$ cat config.mk
export PLATFORM = sky130hd
export DESIGN_NAME = ucr_channel_regs
export DESIGN_NICKNAME = d
export VERILOG_FILES = /design/src/design/ucr_pkg.sv /design/src/design/ucr_channel_regs.sv
export SDC_FILE = /design/constraint.sdc
export NUM_CORES = 1
export LEC_CHECK = 0
export ABC_AREA = 1
export BUFFER_PORTS_ARGS = -buffer_cell sky130_fd_sc_hd__buf_2
export CORE_MARGIN = 2
export CORE_UTILIZATION = 39
export CTS_BUF_LIST = sky130_fd_sc_hd__clkbuf_16
export DETAILED_ROUTE_END_ITERATION = 12
export PLACE_DENSITY = 0.66
export SLEW_MARGIN = 5
export SYNTH_ARGS = -nofsm -noshare
export SYNTH_HDL_FRONTEND = slang
export SYNTH_SLANG_ARGS = --single-unit
$ cat constraint.sdc
create_clock -name sys_clk -period 4.6 [get_ports sys_clk]
set_clock_uncertainty 0.1 [all_clocks]
set_input_delay 0.69 -clock sys_clk [delete_from_list [all_inputs] [get_ports sys_clk]]
set_output_delay 0.69 -clock sys_clk [all_outputs]
set_load 0.02 [all_outputs]
$ cat src/design/ucr_pkg.sv
// constants, field layout and state type of the channel register decoder
// Notes on behaviour
// - each channel has its own register set; three address lines pick a register
// - offset 0 normal map: read oldest received byte, write queues byte to transmit
// - offset 2 normal map: read interrupt status, write FIFO control fields
// - offset 1 normal map holds the interrupt mask, low and extended enables
// - divisor bit set and control not 0xBF: offsets 0,1 hold divisor bytes
// - divisor map offset 2 holds fraction and sampling selects, needs the gate bit
// - control value 0xBF puts the enhanced function register at offset 2
// - control value 0xBF puts the two resume characters at offsets 4 and 5
// - control value 0xBF puts the two stop characters at offsets 6 and 7
// - extended fields act only while enhanced bit 4 is set, else read zero
// - line control sits at offset 3 in every map with its documented fields
// - modem control drives interrupt gate, request-to-send, terminal-ready and mode bits
// - line status at offset 5 reports receive, error and transmit-empty flags
// - modem status at offset 6 reports change flags and input states
// - offset 7 normal map is a plain scratch byte
// - low two control bits pick 5 to 8 bit characters and compare width
package ucr_pkg;

   // register offsets on the three address lines
   localparam logic [2:0] UCR_OFS_DATA      = 3'h0;
   localparam logic [2:0] UCR_OFS_MASK      = 3'h1;
   localparam logic [2:0] UCR_OFS_STAT_CTL  = 3'h2;
   localparam logic [2:0] UCR_OFS_LINE_CTL  = 3'h3;
   localparam logic [2:0] UCR_OFS_MODEM_CTL = 3'h4;
   localparam logic [2:0] UCR_OFS_LINE_STAT = 3'h5;
   localparam logic [2:0] UCR_OFS_MODEM_ST  = 3'h6;
   localparam logic [2:0] UCR_OFS_SCRATCH   = 3'h7;

   // control value that opens the enhanced map
   localparam logic [7:0] UCR_ENH_KEY       = 8'hBF;

   // field positions
   localparam int UCR_LC_DIV_BIT     = 7;
   localparam int UCR_LC_BREAK_BIT   = 6;
   localparam int UCR_LC_STOP_BIT    = 2;
   localparam int UCR_EF_GATE_BIT    = 4;
   localparam int UCR_FC_ENABLE_BIT  = 0;
   localparam int UCR_FC_RXCLR_BIT   = 1;
   localparam int UCR_FC_TXCLR_BIT   = 2;
   localparam int UCR_MC_DTR_BIT     = 0;
   localparam int UCR_MC_RTS_BIT     = 1;
   localparam int UCR_MC_SPARE_BIT   = 2;
   localparam int UCR_MC_IRQGATE_BIT = 3;
   localparam int UCR_MC_LOOP_BIT    = 4;
   localparam int UCR_MC_ANYRES_BIT  = 5;
   localparam int UCR_MC_IR_BIT      = 6;
   localparam int UCR_MC_PRESC_BIT   = 7;
   localparam int UCR_FR_8X_BIT      = 4;
   localparam int UCR_FR_4X_BIT      = 5;

   // bits that only the gate bit unlocks, then the used-bit and write masks
   localparam logic [7:0] UCR_EXT_MASK   = 8'hF0;
   localparam logic [7:0] UCR_EXT_FIFO   = 8'h30;
   localparam logic [7:0] UCR_EXT_MODEM  = 8'hE0;
   localparam logic [7:0] UCR_FRAC_USED  = 8'h3F;
   localparam logic [7:0] UCR_MC_WR_MASK = 8'hFB;
   localparam logic [7:0] UCR_FC_KEEP    = 8'hF9;

   // values after reset
   localparam logic [7:0] UCR_RST_BYTE   = 8'h00;

   // register maps chosen by the line control value
   typedef enum logic [1:0] {UCR_MAP_NORMAL, UCR_MAP_DIVISOR, UCR_MAP_ENHANCED} ucr_map_t;

   // all state of the decoder
   typedef struct packed {
      logic [7:0] line_control;
      logic [7:0] interrupt_mask;
      logic [7:0] fifo_control;
      logic [7:0] enhanced_function;
      logic [7:0] modem_control;
      logic [7:0] scratch_pad;
      logic [7:0] baud_divisor_low;
      logic [7:0] baud_divisor_high;
      logic [7:0] baud_divisor_fraction;
      logic [7:0] flow_resume_char_1;
      logic [7:0] flow_resume_char_2;
      logic [7:0] flow_stop_char_1;
      logic [7:0] flow_stop_char_2;
      logic [7:0] rd_data;
      logic [7:0] tx_char;
      logic       tx_push;
      logic       rx_fifo_clr;
      logic       tx_fifo_clr;
   } ucr_state_t;

endpackage

$ cat src/design/ucr_channel_regs.sv
// register file and address decode for one serial channel
`timescale 1ns/10ps
module ucr_channel_regs (
   // clock, reset, enable
   input  wire logic                   sys_clk,
   input  wire logic                   reset,
   input  wire logic                   ce,
   // host parallel bus
   input  wire logic                   host_cs,
   input  wire logic [2:0]             host_addr,
   input  wire logic                   host_rd,
   input  wire logic                   host_wr,
   input  wire logic [7:0]             host_wdata,
   output      logic [7:0]             host_rdata,
   // receiver side
   input  wire logic [7:0]             rx_char,
   output      logic                   rx_pop,
   // transmitter side
   output      logic [7:0]             tx_char,
   output      logic                   tx_push,
   // status from the other channel blocks
   input  wire logic [3:0]             int_source,
   input  wire logic                   int_xoff_seen,
   input  wire logic                   int_rts_cts,
   input  wire logic [7:0]             line_status_in,
   input  wire logic [3:0]             modem_delta,
   input  wire logic [3:0]             modem_level,
   output      logic                   modem_status_read,
   // fifo control
   output      logic                   fifo_enable,
   output      logic                   rx_fifo_clr,
   output      logic                   tx_fifo_clr,
   output      logic                   dma_mode,
   output      logic [1:0]             tx_trigger,
   output      logic [1:0]             rx_trigger,
   // interrupt enables as seen by the interrupt block
   output      logic [7:0]             int_enable,
   // line format
   output      logic [1:0]             word_length,
   output      logic                   stop_bits,
   output      logic [2:0]             parity_ctl,
   output      logic                   tx_break,
   // baud generator
   output      logic [15:0]            baud_divisor,
   output      logic [3:0]             baud_fraction,
   output      logic                   sample_8x,
   output      logic                   sample_4x,
   output      logic                   baud_prescale_select,
   // modem control outputs, rts_n and dtr_n pins active low
   output      logic                   rts_n,
   output      logic                   dtr_n,
   output      logic                   irq_output_gate,
   output      logic                   spare_output,
   output      logic                   loopback,
   output      logic                   resume_any,
   output      logic                   infrared_mode,
   // flow control setup
   output      logic [3:0]             soft_flow_mode,
   output      logic                   special_char_en,
   output      logic                   auto_rts_en,
   output      logic                   auto_cts_en,
   output      logic [7:0]             resume_char_1,
   output      logic [7:0]             resume_char_2,
   output      logic [7:0]             stop_char_1,
   output      logic [7:0]             stop_char_2
);
   import ucr_pkg::*;

   ucr_state_t st_r;
   ucr_state_t st_nxt;
   ucr_map_t   map_sel;
   logic       gate;
   logic       rd_req;
   logic       wr_req;
   logic [7:0] width_mask;
   logic [3:0][7:0] chars_raw;
   logic [3:0][7:0] chars_cmp;

   // which map the current control value selects
   function automatic ucr_map_t map_of(input logic [7:0] ctl);
      if (ctl == UCR_ENH_KEY) begin
         return UCR_MAP_ENHANCED;
      end else if (ctl[UCR_LC_DIV_BIT]) begin
         return UCR_MAP_DIVISOR;
      end
      return UCR_MAP_NORMAL;
   endfunction

   // clears the unlockable bits of a value while the gate is shut
   function automatic logic [7:0] ext_gate(input logic [7:0] v,
                                           input logic [7:0] ext,
                                           input logic       en);
      return en ? v : (v & ~ext);
   endfunction

   // merges a host write into a register, unlockable bits held while shut
   function automatic logic [7:0] ext_write(input logic [7:0] old,
                                            input logic [7:0] wd,
                                            input logic [7:0] ext,
                                            input logic       en);
      return en ? wd : ((wd & ~ext) | (old & ext));
   endfunction

   // mask of the significant character bits from the word length field
   function automatic logic [7:0] char_mask(input logic [1:0] wl);
      logic [7:0] m;
      m = 8'hFF;
      unique case (wl)
         2'b00: m = 8'h1F;
         2'b01: m = 8'h3F;
         2'b10: m = 8'h7F;
         2'b11: m = 8'hFF;
      endcase
      return m;
   endfunction

   // decode is purely combinational on the live control and gate values
   assign map_sel = map_of(st_r.line_control);
   assign gate    = st_r.enhanced_function[UCR_EF_GATE_BIT];
   // chip select qualifies every access to this channel's set
   assign rd_req  = ce & host_cs & host_rd;
   assign wr_req  = ce & host_cs & host_wr;

   // side effects of reads, combinational so they meet the read cycle
   always_comb begin
      rx_pop            = 1'b0;
      modem_status_read = 1'b0;
      if (rd_req && map_sel != UCR_MAP_DIVISOR && host_addr == UCR_OFS_DATA) begin
         rx_pop = 1'b1;
      end
      if (rd_req && map_sel != UCR_MAP_ENHANCED && host_addr == UCR_OFS_MODEM_ST) begin
         modem_status_read = 1'b1;
      end
   end

   // next state: read mux, write decode, self-clearing pulses
   always_comb begin
      st_nxt             = st_r;
      st_nxt.tx_push     = 1'b0;
      st_nxt.rx_fifo_clr = 1'b0;
      st_nxt.tx_fifo_clr = 1'b0;

      // read path, data held until the next read
      if (rd_req) begin
         unique case (host_addr)
            UCR_OFS_DATA: begin
               if (map_sel == UCR_MAP_DIVISOR) begin
                  st_nxt.rd_data = st_r.baud_divisor_low;
               end else begin
                  st_nxt.rd_data = rx_char;
               end
            end
            UCR_OFS_MASK: begin
               if (map_sel == UCR_MAP_DIVISOR) begin
                  st_nxt.rd_data = st_r.baud_divisor_high;
               end else begin
                  st_nxt.rd_data = ext_gate(st_r.interrupt_mask, UCR_EXT_MASK, gate);
               end
            end
            UCR_OFS_STAT_CTL: begin
               unique case (map_sel)
                  UCR_MAP_ENHANCED: st_nxt.rd_data = st_r.enhanced_function;
                  UCR_MAP_DIVISOR: begin
                     // fraction only visible through the gate
                     st_nxt.rd_data = gate ?
                        (st_r.baud_divisor_fraction & UCR_FRAC_USED) : 8'h00;
                  end
                  UCR_MAP_NORMAL: begin
                     st_nxt.rd_data = {{2{st_r.fifo_control[UCR_FC_ENABLE_BIT]}},
                                       gate & int_rts_cts,
                                       gate & int_xoff_seen,
                                       int_source};
                  end
               endcase
            end
            UCR_OFS_LINE_CTL: st_nxt.rd_data = st_r.line_control;
            UCR_OFS_MODEM_CTL: begin
               if (map_sel == UCR_MAP_ENHANCED) begin
                  st_nxt.rd_data = st_r.flow_resume_char_1;
               end else begin
                  st_nxt.rd_data = ext_gate(st_r.modem_control, UCR_EXT_MODEM, gate);
               end
            end
            UCR_OFS_LINE_STAT: begin
               if (map_sel == UCR_MAP_ENHANCED) begin
                  st_nxt.rd_data = st_r.flow_resume_char_2;
               end else begin
                  st_nxt.rd_data = line_status_in;
               end
            end
            UCR_OFS_MODEM_ST: begin
               if (map_sel == UCR_MAP_ENHANCED) begin
                  st_nxt.rd_data = st_r.flow_stop_char_1;
               end else begin
                  st_nxt.rd_data = {modem_level, modem_delta};
               end
            end
            UCR_OFS_SCRATCH: begin
               if (map_sel == UCR_MAP_ENHANCED) begin
                  st_nxt.rd_data = st_r.flow_stop_char_2;
               end else begin
                  st_nxt.rd_data = st_r.scratch_pad;
               end
            end
         endcase
      end

      // write path; status registers ignore writes
      if (wr_req) begin
         unique case (host_addr)
            UCR_OFS_DATA: begin
               if (map_sel == UCR_MAP_DIVISOR) begin
                  st_nxt.baud_divisor_low = host_wdata;
               end else begin
                  st_nxt.tx_char = host_wdata;
                  st_nxt.tx_push = 1'b1;
               end
            end
            UCR_OFS_MASK: begin
               if (map_sel == UCR_MAP_DIVISOR) begin
                  st_nxt.baud_divisor_high = host_wdata;
               end else begin
                  st_nxt.interrupt_mask =
                     ext_write(st_r.interrupt_mask, host_wdata, UCR_EXT_MASK, gate);
               end
            end
            UCR_OFS_STAT_CTL: begin
               unique case (map_sel)
                  UCR_MAP_ENHANCED: st_nxt.enhanced_function = host_wdata;
                  UCR_MAP_DIVISOR: begin
                     // a shut gate leaves the fraction untouched
                     if (gate) begin
                        st_nxt.baud_divisor_fraction = host_wdata & UCR_FRAC_USED;
                     end
                  end
                  UCR_MAP_NORMAL: begin
                     // clear bits become pulses and are not stored
                     st_nxt.fifo_control = ext_write(st_r.fifo_control,
                        host_wdata & UCR_FC_KEEP, UCR_EXT_FIFO, gate);
                     st_nxt.rx_fifo_clr = host_wdata[UCR_FC_RXCLR_BIT];
                     st_nxt.tx_fifo_clr = host_wdata[UCR_FC_TXCLR_BIT];
                  end
               endcase
            end
            UCR_OFS_LINE_CTL: st_nxt.line_control = host_wdata;
            UCR_OFS_MODEM_CTL: begin
               if (map_sel == UCR_MAP_ENHANCED) begin
                  st_nxt.flow_resume_char_1 = host_wdata;
               end else begin
                  // reserved bit 2 kept at zero
                  st_nxt.modem_control = ext_write(st_r.modem_control,
                     host_wdata & UCR_MC_WR_MASK, UCR_EXT_MODEM, gate);
               end
            end
            UCR_OFS_LINE_STAT: begin
               if (map_sel == UCR_MAP_ENHANCED) begin
                  st_nxt.flow_resume_char_2 = host_wdata;
               end
            end
            UCR_OFS_MODEM_ST: begin
               if (map_sel == UCR_MAP_ENHANCED) begin
                  st_nxt.flow_stop_char_1 = host_wdata;
               end
            end
            UCR_OFS_SCRATCH: begin
               if (map_sel == UCR_MAP_ENHANCED) begin
                  st_nxt.flow_stop_char_2 = host_wdata;
               end else begin
                  st_nxt.scratch_pad = host_wdata;
               end
            end
         endcase
      end
   end

   // one register for all state; low enable freezes everything
   always_ff @(posedge sys_clk or posedge reset) begin
      if (reset) begin
         st_r <= '{default: '0};
      end else if (ce) begin
         st_r <= st_nxt;
      end
   end

   // flow characters compared only over the programmed width
   assign width_mask   = char_mask(st_r.line_control[1:0]);
   assign chars_raw[0] = st_r.flow_resume_char_1;
   assign chars_raw[1] = st_r.flow_resume_char_2;
   assign chars_raw[2] = st_r.flow_stop_char_1;
   assign chars_raw[3] = st_r.flow_stop_char_2;
   for (genvar i = 0; i < 4; i++) begin : g_char
      assign chars_cmp[i] = chars_raw[i] & width_mask;
   end
   assign resume_char_1 = chars_cmp[0];
   assign resume_char_2 = chars_cmp[1];
   assign stop_char_1   = chars_cmp[2];
   assign stop_char_2   = chars_cmp[3];

   // host and data path outputs
   assign host_rdata  = st_r.rd_data;
   assign tx_char     = st_r.tx_char;
   assign tx_push     = st_r.tx_push;
   assign rx_fifo_clr = st_r.rx_fifo_clr;
   assign tx_fifo_clr = st_r.tx_fifo_clr;

   // fifo and interrupt settings, unlockable parts masked by the gate
   assign fifo_enable = st_r.fifo_control[UCR_FC_ENABLE_BIT];
   assign dma_mode    = st_r.fifo_control[3];
   assign tx_trigger  = gate ? st_r.fifo_control[5:4] : 2'b00;
   assign rx_trigger  = st_r.fifo_control[7:6];
   assign int_enable  = ext_gate(st_r.interrupt_mask, UCR_EXT_MASK, gate);

   // line format straight from line control
   assign word_length = st_r.line_control[1:0];
   assign stop_bits   = st_r.line_control[UCR_LC_STOP_BIT];
   assign parity_ctl  = st_r.line_control[5:3];
   assign tx_break    = st_r.line_control[UCR_LC_BREAK_BIT];

   // baud generator; fraction and sample selects need the gate
   assign baud_divisor  = {st_r.baud_divisor_high, st_r.baud_divisor_low};
   assign baud_fraction = gate ? st_r.baud_divisor_fraction[3:0] : 4'h0;
   assign sample_8x     = gate & st_r.baud_divisor_fraction[UCR_FR_8X_BIT];
   assign sample_4x     = gate & st_r.baud_divisor_fraction[UCR_FR_4X_BIT];

   // modem control; rts_n and dtr_n are active low so a set bit drives them low, the other outputs follow their bits, bits 5 to 7 only with the gate open
   assign rts_n                = ~st_r.modem_control[UCR_MC_RTS_BIT];
   assign dtr_n                = ~st_r.modem_control[UCR_MC_DTR_BIT];
   assign irq_output_gate      = st_r.modem_control[UCR_MC_IRQGATE_BIT];
   assign spare_output         = st_r.modem_control[UCR_MC_SPARE_BIT];
   assign loopback             = st_r.modem_control[UCR_MC_LOOP_BIT];
   assign resume_any           = gate & st_r.modem_control[UCR_MC_ANYRES_BIT];
   assign infrared_mode        = gate & st_r.modem_control[UCR_MC_IR_BIT];
   assign baud_prescale_select = gate & st_r.modem_control[UCR_MC_PRESC_BIT];

   // enhanced function fields
   assign soft_flow_mode  = st_r.enhanced_function[3:0];
   assign special_char_en = st_r.enhanced_function[5];
   assign auto_rts_en     = st_r.enhanced_function[6];
   assign auto_cts_en     = st_r.enhanced_function[7];

endmodule // ucr_channel_regs

==> out/metrics.yaml <==
synth_area_per_cell_um2: 7.45
ys_ff_latch: 118
synth_top_cell_by_area: "dfrtp_1"
layout_common_cells: "nand2_1, buf_2, inv_1, dfrtp_1, o21ai_0"
drt_iter0_drc: 636
io_buffer_count: 156
dpl.hpwl_um: 15100
overflow: 0
area_delta_synth_final_pct: 13.3
place_inst: 1189
layout.nets: 1030
synth_xor_area_frac: 0
grt_first_pass_wirelength_um: 32100
hold_viol_final: 0
clockBufferDepth: 2
rsz0062_at_grt: "false"
post_cts_buffers: 0
cap_violations: 0
rows: 48
max_stage_delay_ns: 0.61
synth_cells: 913
peakVddDrop_mv: 0.270
dpl-instance-area_mm2: 0.00717
routed_wl_um: 21000
io_pins: 158
clk_latency_ns: 0.42
cts_resized: 0
drtPass1Iterations: 7
antennaDiodeCount: 0
first_global_vias: 5735
synth-compound-area-share: 0.0890
hp-class: "input port to async pin"
utilization: 0.449
fin_crit_sh: 0.732
synth_area_leaders: "dfrtp_1, nand2_1, buf_4"
p_per_area_mw_per_mm2: 377
synth_fa_ha_area_frac: 0
crit_path_end_kind: "output pin"
num_vias: 6077
preCtsSetupSlack_ns: 1.67
grt_usage: 0.232
yosysSeqAreaShare: 0.434
gp_congestion: 0.921
antenna_found_initial: 0
status: "finished, final reports clean"
r2r_cells: 10
tns_ns: 0
design_area_mm2: 0.00771
routed_via_density: 4.98
cts_root_buf: "clkbuf_16"
p_leak_nw: 4.30
critPathKind: "flip-flop to output pin"
cts_tree: "yes"
synth_top_family_by_area: "simple AND/OR/NAND/NOR gates"
synthSimpleGateAreaFrac: 0.295
htree_levels: 4
start_kind: "flip-flop"
slowest_stage: "nor2_4"
netlist-cell-type-count: 33
die_h_um: 136
layout-drive-gt1-share: 0.225
crit_path_start: "word_length[1]"
cp.arrival_ns: 2.58
timing.rr.end: "host_rdata[2]"
timing.fmax_ghz: 0.297
worstPathRequired_ns: 3.81
cp_max_fo: 31
wl_per_cell_um: 17.2
synth_warnings: 0
die-area_mm2: 0.0185
synth_top_area_frac: 0.434
crit_path_cell_trace: "nand2_4, nor2_4, nand2_4, nand2_2, nand2_2, nor2_1, buf_2"
fp.dieW_um: 136
synth_mux_area_frac: 0.00294
r2r-start: "word_length[1]"
final_cells: 1220
grt_max_degree: 61
core-area_mm2: 0.0172
syn-num-nets: 960
initial_core_util: 0.396
worstMarginPinSlew_ns: 0.784
setup_viol: 0
postRouteAntennaNets: 0
clkTransAtPathRegs_ns: 0.06
drcViolationCount: 0
cts.sinks: 118
postCtsHoldBufs: 0
timing.final.ws_setup_ns: 1.23
fin_crit_ns: 3.37
slew_violations: 0
slew_headroom: 0.477
numCtsBuffers: 17
netlist_area_mm2: 0.00680
mostFrequentLayoutCell: "nand2_1"
worst-r2r-setup-slack_ns: 1.87
==> cell type report <==
class | count | area (um2)
well taps | 225 | 282
fillers | 1810 | 9470
flip-flops and latches | 118 | 2950
inverters | 125 | 474
clock buffers | 17 | 425
clock inverters | 14 | 119
repair buffers | 161 | 818
multi-input cells | 560 | 2640
==> registers in the layout (all words and copies together), names as in the netlist, 2 cells and up <==
name            cells
chars_raw          32
st_r               30
baud_divisor       16
host_rdata          8
tx_char             8
soft_flow_mode      4
parity_ctl          3
rx_trigger          2
word_length         2
==> worst max-delay path, delay by kind of cell (launching register included) <==
kind / cells / cell delay, ns
buffers and inverters: 1 / 0.18
flip-flops: 1 / 0.58
AND/OR/NAND/NOR: 6 / 1.39
==> power breakdown <==
group / internal, mW / switching [mW] / total (mW)
Sequential: 1.12 / 0.0678 / 1.18
Combinational: 0.144 / 0.321 / 0.464
Clock: 0.777 / 0.482 / 1.26
Total: 2.04 / 0.870 / 2.91
==> cells in the mapped netlist (all sizes together) <==
cell type and number:
a21boi 1, a21oi 16, buf 94, clkbuf 16, clkinv 2, conb 1
dfrtp 118, inv 123, mux2i 2, nand2 243, nand3 88, nand3b 13
nand4 12, nor2 70, nor3 2, nor4 2, o211ai 2, o21ai 98
o22ai 2, or2 8
==> routing by layer <==
layer | up-vias | wire [um] | track usage
li1 | 2940 | - | -
met1 | 2850 | 9240 | 0.320
met2 | 252 | 9600 | 0.356
met3 | 35 | 1640 | 0.0522
met4 | 0 | 518 | 0.0856
met5 | - | 0 | 0
==> stage by stage <==
| stage | hold slack (ns) | power (mW) |
|---|---|---|
| after floorplan | 0.353 | 1.56 |
| after global placement | 0.365 | 1.66 |
| after detailed placement | 0.373 | 1.66 |
| after CTS | 0.337 | 2.91 |
| after global routing | 0.366 | 3.01 |
| final | 0.308 | 2.91 |
==> kinds of logic after synthesis <==
family | Yosys count
AO/OA/AOI/OAI | 119
buffers and inverters | 235
flip-flops | 118
multiplexers | 2
other | 1
AND/OR/NAND/NOR | 438
==> how the worst max path moves through the flow <==
| stage | to | cells past startpoint |
|---|---|---|
| finish | rx_pop | 7 |
| global route | rx_pop | 7 |
| CTS | rx_pop | 7 |
| detailed placement | modem_status_read | 6 |
| global placement | modem_status_read | 6 |
| floorplan | auto_cts_en | 1 |
Power figures use the tool's default switching activity.
